$ cat config.mk
export PLATFORM = sky130hd
export DESIGN_NAME = sps_core
export DESIGN_NICKNAME = d
export VERILOG_FILES = /design/src/rtl/sps_buf2.v /design/src/rtl/sps_core.v
export VERILOG_INCLUDE_DIRS = /design/src /design/src/rtl
export SDC_FILE = /design/constraint.sdc
export NUM_CORES = 1
export LEC_CHECK = 0
export BUFFER_PORTS_ARGS = -buffer_cell sky130_fd_sc_hd__buf_4
export CORE_MARGIN = 1
export CORE_UTILIZATION = 50
export CTS_BUF_LIST = sky130_fd_sc_hd__clkbuf_8 sky130_fd_sc_hd__clkbuf_16
export CTS_CLUSTER_DIAMETER = 80
export DETAILED_ROUTE_END_ITERATION = 7
export GPL_ROUTABILITY_DRIVEN = 0
export PLACE_DENSITY = 0.69
export SKIP_CTS_REPAIR_TIMING = 1
export SLEW_MARGIN = 15
export SYNTH_ARGS = -nofsm -noshare
export SYNTH_HDL_FRONTEND = slang
export SYNTH_SLANG_ARGS = --single-unit
$ cat constraint.sdc
create_clock -name clock -period 3.6 [get_ports clock]
set_clock_uncertainty 0.15 [all_clocks]
set_input_delay 0 -clock clock [delete_from_list [all_inputs] [get_ports clock]]
set_output_delay 0 -clock clock [all_outputs]
set_load 0.01 [all_outputs]
$ cat src/rtl/sps_defines.vh
// Shared constants of the serial peripheral: modes, widths and timing counts.
`ifndef SPS_DEFINES_VH
`define SPS_DEFINES_VH

`define SPS_BITS          8
`define SPS_CNT_W         3
`define SPS_LAST_BIT      3'h7
`define SPS_NSS_3W        2'h0
`define SPS_NSS_4W_SLV    2'h1
`define SPS_NSS_MST_BIT   1
`define SPS_CLK_PERIOD_NS 20
`define SPS_SYNC_LAT      3
`define SPS_SLH_MIN_CYC   6
`define SPS_SLH_MAX_CYC   8
`define SPS_SLH_WAIT      (`SPS_SLH_MIN_CYC - `SPS_SYNC_LAT + 1)
`define SPS_MST_HALF      4
`define SPS_NSS_RST       1'h1

`endif

$ cat src/rtl/sps_buf2.v
// Two-entry buffer with valid and ready on both sides.
`timescale 1ns/1ns
`default_nettype none
module sps_buf2
#(
  parameter W = 8
)
(
  input  wire         clock,
  input  wire         rst,
  input  wire         in_valid,
  output wire         in_ready,
  input  wire [W-1:0] in_data,
  output wire         out_valid,
  input  wire         out_ready,
  output wire [W-1:0] out_data
);
  reg [W-1:0] d0_ff;
  reg [W-1:0] d1_ff;
  reg [1:0]   cnt_ff;
  reg         in_ready_ff;
  reg         out_valid_ff;
  reg [1:0]   nxt_cnt;
  wire        push;
  wire        pop;

  assign push      = in_valid & in_ready_ff;
  assign pop       = out_valid_ff & out_ready;
  assign in_ready  = in_ready_ff;
  assign out_valid = out_valid_ff;
  assign out_data  = d0_ff;

  always @*
  begin
    nxt_cnt = cnt_ff;
    if (push & ~pop)
    begin
      nxt_cnt = cnt_ff + 2'h1;
    end
    else if (pop & ~push)
    begin
      nxt_cnt = cnt_ff - 2'h1;
    end
  end

  always @(posedge clock or posedge rst)
  begin
    if (rst)
    begin
      d0_ff        <= {W{1'b0}};
      d1_ff        <= {W{1'b0}};
      cnt_ff       <= 2'h0;
      in_ready_ff  <= 1'b1;
      out_valid_ff <= 1'b0;
    end
    else
    begin
      cnt_ff       <= nxt_cnt;
      in_ready_ff  <= (nxt_cnt != 2'h2);
      out_valid_ff <= (nxt_cnt != 2'h0);
      if (pop & (cnt_ff == 2'h2))
      begin
        d0_ff <= d1_ff;
      end
      else if (push & ((cnt_ff == 2'h0) | pop))
      begin
        d0_ff <= in_data;
      end
      if (push & ~pop & (cnt_ff == 2'h1))
      begin
        d1_ff <= in_data;
      end
    end
  end
endmodule
`default_nettype wire

$ cat src/rtl/sps_core.v
// Serial peripheral core: slave shifting, clock options, master shifter and byte handshakes.
`timescale 1ns/1ns
`default_nettype none
`include "sps_defines.vh"
module sps_core
#(
  parameter MST_HALF = `SPS_MST_HALF
)
(
  input  wire       clock,
  input  wire       rst,
  input  wire       peripheral_enable_bit,
  input  wire       master_enable_bit,
  input  wire       clock_phase_sel,
  input  wire       clock_polarity_sel,
  input  wire [1:0] select_mode_field,
  input  wire       tx_valid,
  output wire       tx_ready,
  input  wire [7:0] tx_data,
  output wire       rx_valid,
  input  wire       rx_ready,
  output wire [7:0] rx_data,
  input  wire       done_clear,
  output wire       transfer_done_flag,
  output wire       rx_overrun,
  output wire       busy,
  output wire       slave_selected,
  input  wire       sck_in,
  output wire       sck_out,
  output wire       sck_oe,
  input  wire       mosi_in,
  output wire       mosi_out,
  output wire       mosi_oe,
  input  wire       miso_in,
  output wire       miso_out,
  output wire       miso_oe,
  input  wire       nss_in,
  output wire       nss_out,
  output wire       nss_oe
);
  localparam ST_IDLE = 3'h1;
  localparam ST_SLV  = 3'h2;
  localparam ST_MST  = 3'h4;
  localparam integer HALF_RELOAD = MST_HALF - 1;
  localparam integer SLH_WAIT    = `SPS_SLH_WAIT;

  reg [3:0]               sync1_ff;
  reg [3:0]               sync2_ff;
  reg                     sck_pv_ff;
  reg                     nss_pv_ff;
  reg                     en_pv_ff;
  reg [2:0]               st_ff;
  reg [2:0]               nxt_st;
  reg [7:0]               sr_ff;
  reg [7:0]               last_tx_ff;
  reg                     out_ff;
  reg [`SPS_CNT_W-1:0]    bit_cnt_ff;
  reg [3:0]               edge_cnt_ff;
  reg [7:0]               half_cnt_ff;
  reg                     msck_ff;
  reg [3:0]               slh_cnt_ff;
  reg [7:0]               rx_byte_ff;
  reg                     rx_push_ff;
  reg                     done_ff;
  reg                     ovr_ff;
  reg                     busy_ff;
  reg                     sel_ff;
  reg                     sck_out_ff;
  reg                     sck_oe_ff;
  reg                     mosi_oe_ff;
  reg                     miso_oe_ff;
  reg                     nss_out_ff;
  reg                     nss_oe_ff;

  wire       txq_valid;
  wire [7:0] txq_data;
  wire       rxq_in_ready;
  wire       sck_s;
  wire       mosi_s;
  wire       miso_s;
  wire       nss_s;
  wire       mode3w;
  wire       mode4s;
  wire       slv_en;
  wire       slv_sel;
  wire       nss_fall;
  wire       en_rise;
  wire       m_tick;
  wire       lead;
  wire       trail;
  wire       din;
  wire       smp;
  wire       shf;
  wire       byte_end;
  wire       cnt_clr;
  wire       slv_load;
  wire       m_start;
  wire       ld_evt;
  wire [7:0] nxt_tx;

  // Picks the trailing edge when sel is set, else the leading edge.
  function edge_pick;
    input sel;
    input l;
    input t;
    begin
      edge_pick = sel ? t : l;
    end
  endfunction

  // Every pin passes two flops before anything reads it.
  genvar gi;
  generate
    for (gi = 0; gi < 4; gi = gi + 1)
    begin : g_sync
      always @(posedge clock or posedge rst)
      begin
        if (rst)
        begin
          sync1_ff[gi] <= (gi == 3) ? `SPS_NSS_RST : 1'b0;
          sync2_ff[gi] <= (gi == 3) ? `SPS_NSS_RST : 1'b0;
        end
        else
        begin
          sync1_ff[gi] <= (gi == 0) ? sck_in : (gi == 1) ? mosi_in :
                          (gi == 2) ? miso_in : nss_in;
          sync2_ff[gi] <= sync1_ff[gi];
        end
      end
    end
  endgenerate

  // Polarity folds into the sampled clock so edge logic is mode-free.
  assign sck_s    = sync2_ff[0] ^ clock_polarity_sel;
  assign mosi_s   = sync2_ff[1];
  assign miso_s   = sync2_ff[2];
  assign nss_s    = sync2_ff[3];
  assign mode3w   = (select_mode_field == `SPS_NSS_3W);
  assign mode4s   = (select_mode_field == `SPS_NSS_4W_SLV);
  assign slv_en   = peripheral_enable_bit & ~master_enable_bit;
  assign slv_sel  = slv_en & (mode3w | (mode4s & ~nss_s));
  assign nss_fall = nss_pv_ff & ~nss_s;
  assign en_rise  = peripheral_enable_bit & ~en_pv_ff;
  assign m_tick   = st_ff[2] & (half_cnt_ff == 8'h00);

  // Unselected slaves ignore the clock entirely.
  assign lead  = st_ff[2] ? (m_tick & ~msck_ff) : (slv_sel & sck_s & ~sck_pv_ff);
  assign trail = st_ff[2] ? (m_tick & msck_ff) : (slv_sel & ~sck_s & sck_pv_ff);
  assign din   = st_ff[2] ? miso_s : mosi_s;
  assign smp   = edge_pick(clock_phase_sel, lead, trail);
  assign shf   = edge_pick(~clock_phase_sel, lead, trail);
  assign byte_end = smp & (bit_cnt_ff == `SPS_LAST_BIT);

  // In three-wire mode only a disable clears the counter.
  assign cnt_clr  = ~peripheral_enable_bit | (slv_en & mode4s & nss_fall);
  assign slv_load = (slv_en & ((mode4s & nss_fall) | (mode3w & en_rise)))
                    | (st_ff[1] & byte_end);
  // Slave never begins a transfer; only the master start pops on its own.
  assign m_start  = st_ff[0] & peripheral_enable_bit & master_enable_bit & txq_valid;
  assign ld_evt   = slv_load | m_start;
  assign nxt_tx   = txq_valid ? txq_data : last_tx_ff;

  sps_buf2 #(.W(`SPS_BITS)) u_txq
  (
    .clock     (clock),
    .rst       (rst),
    .in_valid  (tx_valid),
    .in_ready  (tx_ready),
    .in_data   (tx_data),
    .out_valid (txq_valid),
    .out_ready (ld_evt),
    .out_data  (txq_data)
  );

  sps_buf2 #(.W(`SPS_BITS)) u_rxq
  (
    .clock     (clock),
    .rst       (rst),
    .in_valid  (rx_push_ff),
    .in_ready  (rxq_in_ready),
    .in_data   (rx_byte_ff),
    .out_valid (rx_valid),
    .out_ready (rx_ready),
    .out_data  (rx_data)
  );

  always @*
  begin
    nxt_st = st_ff;
    case (st_ff)
      ST_IDLE:
      begin
        if (m_start)
        begin
          nxt_st = ST_MST;
        end
        else if (slv_sel)
        begin
          nxt_st = ST_SLV;
        end
      end
      ST_SLV:
      begin
        if (~slv_sel)
        begin
          nxt_st = ST_IDLE;
        end
      end
      ST_MST:
      begin
        if (~peripheral_enable_bit | (m_tick & (edge_cnt_ff == 4'hF)))
        begin
          nxt_st = ST_IDLE;
        end
      end
      default:
      begin
        nxt_st = ST_IDLE;
      end
    endcase
  end

  always @(posedge clock or posedge rst)
  begin
    if (rst)
    begin
      sck_pv_ff   <= 1'b0;
      nss_pv_ff   <= `SPS_NSS_RST;
      en_pv_ff    <= 1'b0;
      st_ff       <= ST_IDLE;
      sr_ff       <= 8'h00;
      last_tx_ff  <= 8'h00;
      out_ff      <= 1'b0;
      bit_cnt_ff  <= {`SPS_CNT_W{1'b0}};
      edge_cnt_ff <= 4'h0;
      half_cnt_ff <= 8'h00;
      msck_ff     <= 1'b0;
      slh_cnt_ff  <= 4'h0;
      rx_byte_ff  <= 8'h00;
      rx_push_ff  <= 1'b0;
      done_ff     <= 1'b0;
      ovr_ff      <= 1'b0;
    end
    else
    begin
      sck_pv_ff <= sck_s;
      nss_pv_ff <= nss_s;
      en_pv_ff  <= peripheral_enable_bit;
      st_ff     <= nxt_st;
      // Sample shifts in MSB first; the byte completes on the eighth sample.
      if (smp)
      begin
        sr_ff <= {sr_ff[6:0], din};
      end
      if (cnt_clr | m_start)
      begin
        bit_cnt_ff <= {`SPS_CNT_W{1'b0}};
      end
      else if (smp)
      begin
        bit_cnt_ff <= bit_cnt_ff + 3'h1;
      end
      rx_push_ff <= byte_end;
      if (byte_end)
      begin
        rx_byte_ff <= {sr_ff[6:0], din};
      end
      // Loading overrides the sample so the next byte starts clean.
      if (ld_evt)
      begin
        sr_ff      <= nxt_tx;
        last_tx_ff <= nxt_tx;
      end
      if (ld_evt & ~byte_end)
      begin
        out_ff <= nxt_tx[7];
      end
      else if (shf)
      begin
        out_ff <= sr_ff[7];
      end
      else if (slh_cnt_ff == 4'h1)
      begin
        out_ff <= sr_ff[7];
      end
      // Second-edge phase: the wait plus the synchroniser lag lands in 6..8 cycles.
      if (byte_end & st_ff[1] & clock_phase_sel)
      begin
        slh_cnt_ff <= SLH_WAIT[3:0];
      end
      else if (slh_cnt_ff != 4'h0)
      begin
        slh_cnt_ff <= slh_cnt_ff - 4'h1;
      end
      // Master clock: the first edge comes a full half period after the load.
      if (m_start)
      begin
        half_cnt_ff <= HALF_RELOAD[7:0];
        edge_cnt_ff <= 4'h0;
        msck_ff     <= 1'b0;
      end
      else if (st_ff[2])
      begin
        if (m_tick)
        begin
          half_cnt_ff <= HALF_RELOAD[7:0];
          edge_cnt_ff <= edge_cnt_ff + 4'h1;
          msck_ff     <= ~msck_ff;
        end
        else
        begin
          half_cnt_ff <= half_cnt_ff - 8'h01;
        end
      end
      else
      begin
        msck_ff <= 1'b0;
      end
      // A new completion wins over a clear in the same cycle.
      if (byte_end)
      begin
        done_ff <= 1'b1;
      end
      else if (done_clear)
      begin
        done_ff <= 1'b0;
      end
      // The master cannot be stalled, so a full receive queue drops the byte.
      if (rx_push_ff & ~rxq_in_ready)
      begin
        ovr_ff <= 1'b1;
      end
      else if (done_clear)
      begin
        ovr_ff <= 1'b0;
      end
    end
  end

  always @(posedge clock or posedge rst)
  begin
    if (rst)
    begin
      busy_ff    <= 1'b0;
      sel_ff     <= 1'b0;
      sck_out_ff <= 1'b0;
      sck_oe_ff  <= 1'b0;
      mosi_oe_ff <= 1'b0;
      miso_oe_ff <= 1'b0;
      nss_out_ff <= `SPS_NSS_RST;
      nss_oe_ff  <= 1'b0;
    end
    else
    begin
      busy_ff    <= st_ff[2] | (st_ff[1] & (bit_cnt_ff != {`SPS_CNT_W{1'b0}}));
      sel_ff     <= slv_sel;
      sck_out_ff <= msck_ff ^ clock_polarity_sel;
      sck_oe_ff  <= peripheral_enable_bit & master_enable_bit;
      mosi_oe_ff <= peripheral_enable_bit & master_enable_bit;
      miso_oe_ff <= slv_sel;
      nss_out_ff <= select_mode_field[0];
      nss_oe_ff  <= peripheral_enable_bit & master_enable_bit &
                    select_mode_field[`SPS_NSS_MST_BIT];
    end
  end

  assign transfer_done_flag = done_ff;
  assign rx_overrun         = ovr_ff;
  assign busy               = busy_ff;
  assign slave_selected     = sel_ff;
  assign sck_out            = sck_out_ff;
  assign sck_oe             = sck_oe_ff;
  assign mosi_out           = out_ff;
  assign mosi_oe            = mosi_oe_ff;
  assign miso_out           = out_ff;
  assign miso_oe            = miso_oe_ff;
  assign nss_out            = nss_out_ff;
  assign nss_oe             = nss_oe_ff;
endmodule
`default_nettype wire

==> flow_summary.toml <==
[critical_path]
slowest_stage = "and3_1"
critical_path_arrival_ns = 3.00
path_cells = "xnor2_1, inv_1, mux2i_2, o32ai_4, o21ai_4, and3_1, mux2_4"
crit_path_end_kind = "register"
start_kind = "register"
criticalPathCategory = "reg -> reg"
cpPeakStageDelay_ns = 0.57
worstPathRequired_ns = 3.71
critPathMaxFanout = 19

[placement]
dpl.hpwl_um = 6080
io_buffers = 44
placed_area_mm2 = 0.00549
pre_cts_slack_ns = 0.741

[synthesis]
async_reset_ff_share_pct = 100
syn_area_mm2 = 0.00508
ys_types = 56
synth-edff-count = 0
synth.avg_cell_area_um2 = 12.2
netlist_instances = 416
syn_nets = 454
yosys_warnings = 0
ys.flop_type = "dfrtp_1"
synth-seq-cells = 108
seq_area_frac_synth_pct = 53.3

[timing]
finalCritPeriodShare_pct = 80.4
finalSetupViolations = 0
tns_ns = 0
max_freq_mhz = 345
hold_viol = 0
worst_pin_slew_ns = 1.02
slew_headroom_pct = 31.9
worst_slack_ns = 0.705
slew_viol_final = 0
rsz0062_at_grt = "false"
period_needed_ns = 2.89

[cells_and_area]
diodes = 0
layout-drive-gt1-share_pct = 26.4
layout_commonest_cell = "dfrtp_1"
stdcell_area_mm2 = 0.00593
layout_common_cells = "dfrtp_1, buf_4, mux2_2"
post-route-util_pct = 60.4
nets = 517
area_delta_synth_final_pct = 16.6

[die]
num_rows = 36
die_w_um = 103
die_area_mm2 = 0.0106
core_area_mm2 = 0.00982
fp.dieH_um = 103
start_util_pct = 51.8
pin_count = 45

[detailed_routing]
ant_nets = 0
viasPerCell = 5.16
dr.pass1.iters = 4
drc = 0
avgRoutedWirePerCell_um = 14.2
drtIter0Drc = 93
vias = 3186
drt_wl_total_um = 8770

[pwr]
leakage_nw = 2.83
vdd_ir_drop_max_mv = 0.375
power.density_mw_per_mm2 = 572
finalPower_mw = 3.39

[clocking]
cts-root-buf = "clkbuf_8"
path_clk_slew_ns = 0.10
cts_sinks = 108
clk_latency_ns = 0.37
cts_buffers = 9
cts_tree = "yes"
cts_buffer_depth = 2
htree_levels = 3

[job]
cap_violations = 0

[global_routing]
grt_first_pass_wirelength_um = 14100
grt_pass1_vias = 2917
track_usage_pct = 17.8
grt_overflow = 0
grt_antenna_before_repair = 0
grt_start_max_net_pins = 86

[status]
status = "completed"

[min_path]
min_path_type = "in -> reg"
==> routing by layer <==
layer | part of all wire [%] | vias up | global-route usage, %
met2 | 45 | 71 | 25.3
met4 | 1.8 | 0 | 8.56
li1 | - | 1578 | -
met1 | 50 | 1526 | 26.0
met5 | 0 | - | 0
met3 | 3.7 | 11 | 3.46
==> state kept, by name, summed over array words and instances (netlist names), 2 cells and up <==
register,count
slh_cnt_ff,4
edge_cnt_ff,4
bit_cnt_ff,3
st_ff,3
u_rxq.out_data,8
sr_ff,8
half_cnt_ff,8
last_tx_ff,8
u_rxq.cnt_ff,2
u_txq.out_data,8
sync1_ff,4
u_rxq.d1_ff,8
u_txq.d1_ff,8
u_txq.cnt_ff,2
rx_byte_ff,8
==> power by group <==
part / internal [mW] / total (mW) / switching [mW] / leakage (nW)
logic: 0.507 / 0.929 / 0.423 / 1.34
clock network: 0.377 / 0.772 / 0.395 / 0.114
registers: 1.49 / 1.69 / 0.198 / 1.38
total: 2.37 / 3.39 / 1.02 / 2.83
==> stage by stage <==
step / hold slack, ns / instances
final: 0.128 / 617
after global routing: 0.120 / 617
after CTS: -0.437 / 594
after detailed placement: -0.0406 / 578
after global placement: -0.0416 / 578
after floorplan: -0.146 / 416
==> layout make-up <==
type | instances | area (um2)
well taps | 133 | 166
clock inverters | 4 | 47.5
inverters | 18 | 70.1
fillers | 830 | 3890
clock buffers | 12 | 165
repair buffers | 70 | 583
flip-flops and latches | 108 | 2710
multi-input cells | 272 | 2190
==> final timing paths <==
kind,start,end,slack (ns),cells after the start
setup / recovery,sync2_ff[0],u_txq.d1_ff[5],0.71,7
hold / removal,nss_in,sync1_ff[3],0.13,2
hold reg to reg,sync1_ff[3],nss_s,0.21,0
min in group asynchronous,rst,slh_cnt_ff[3],0.29,3
setup reg to reg,sync2_ff[0],u_txq.d1_ff[5],0.71,7
max in group asynchronous,rst,last_tx_ff[1],2.12,4
==> cells by family after synthesis <==
kind of cell | after synthesis | share of synthesized area, %
adders and majority gates | 16 | 3.89
muxes | 85 | 18.6
AOI/OAI and AO/OA | 51 | 7.31
DFF | 108 | 53.3
xor gates and xnor gates | 17 | 2.93
buffers and inverters | 36 | 3.67
and+or+nand+nor | 103 | 10.3
==> worst max-delay path, delay by kind of cell (launching register included) <==
family	cells	cell delay [ns]
simple gates	1	0.57
xor+xnor	1	0.25
flops	1	0.38
buf+inv	1	0.13
mux	2	0.60
compound gates	2	0.68
==> synthesized netlist by cell type (3+ instances only) <==
master	instances	area [um2]
inv_1	17	63.8
clkbuf_1	7	26.3
mux2i_1	37	370
xor2_1	4	35.0
buf_4	5	37.5
or3_1	3	18.8
dfrtp_1	101	2530
a21o_1	3	22.5
buf_6	4	45.0
nand3_1	8	40.0
a21oi_1	14	70.1
nand4_1	3	18.8
nor2_1	28	105
and3_1	4	25.0
o21ai_0	14	70.1
nor3b_1	3	22.5
ha_1	15	188
xnor2_1	13	114
dfstp_2	7	184
mux2_2	39	439
mux2_4	8	120
nor3_1	4	20.0
nand2_1	29	109
nand2b_1	3	18.8
nor2b_1	3	18.8
and2_1	4	25.0
Power figures use the tool's default switching activity.
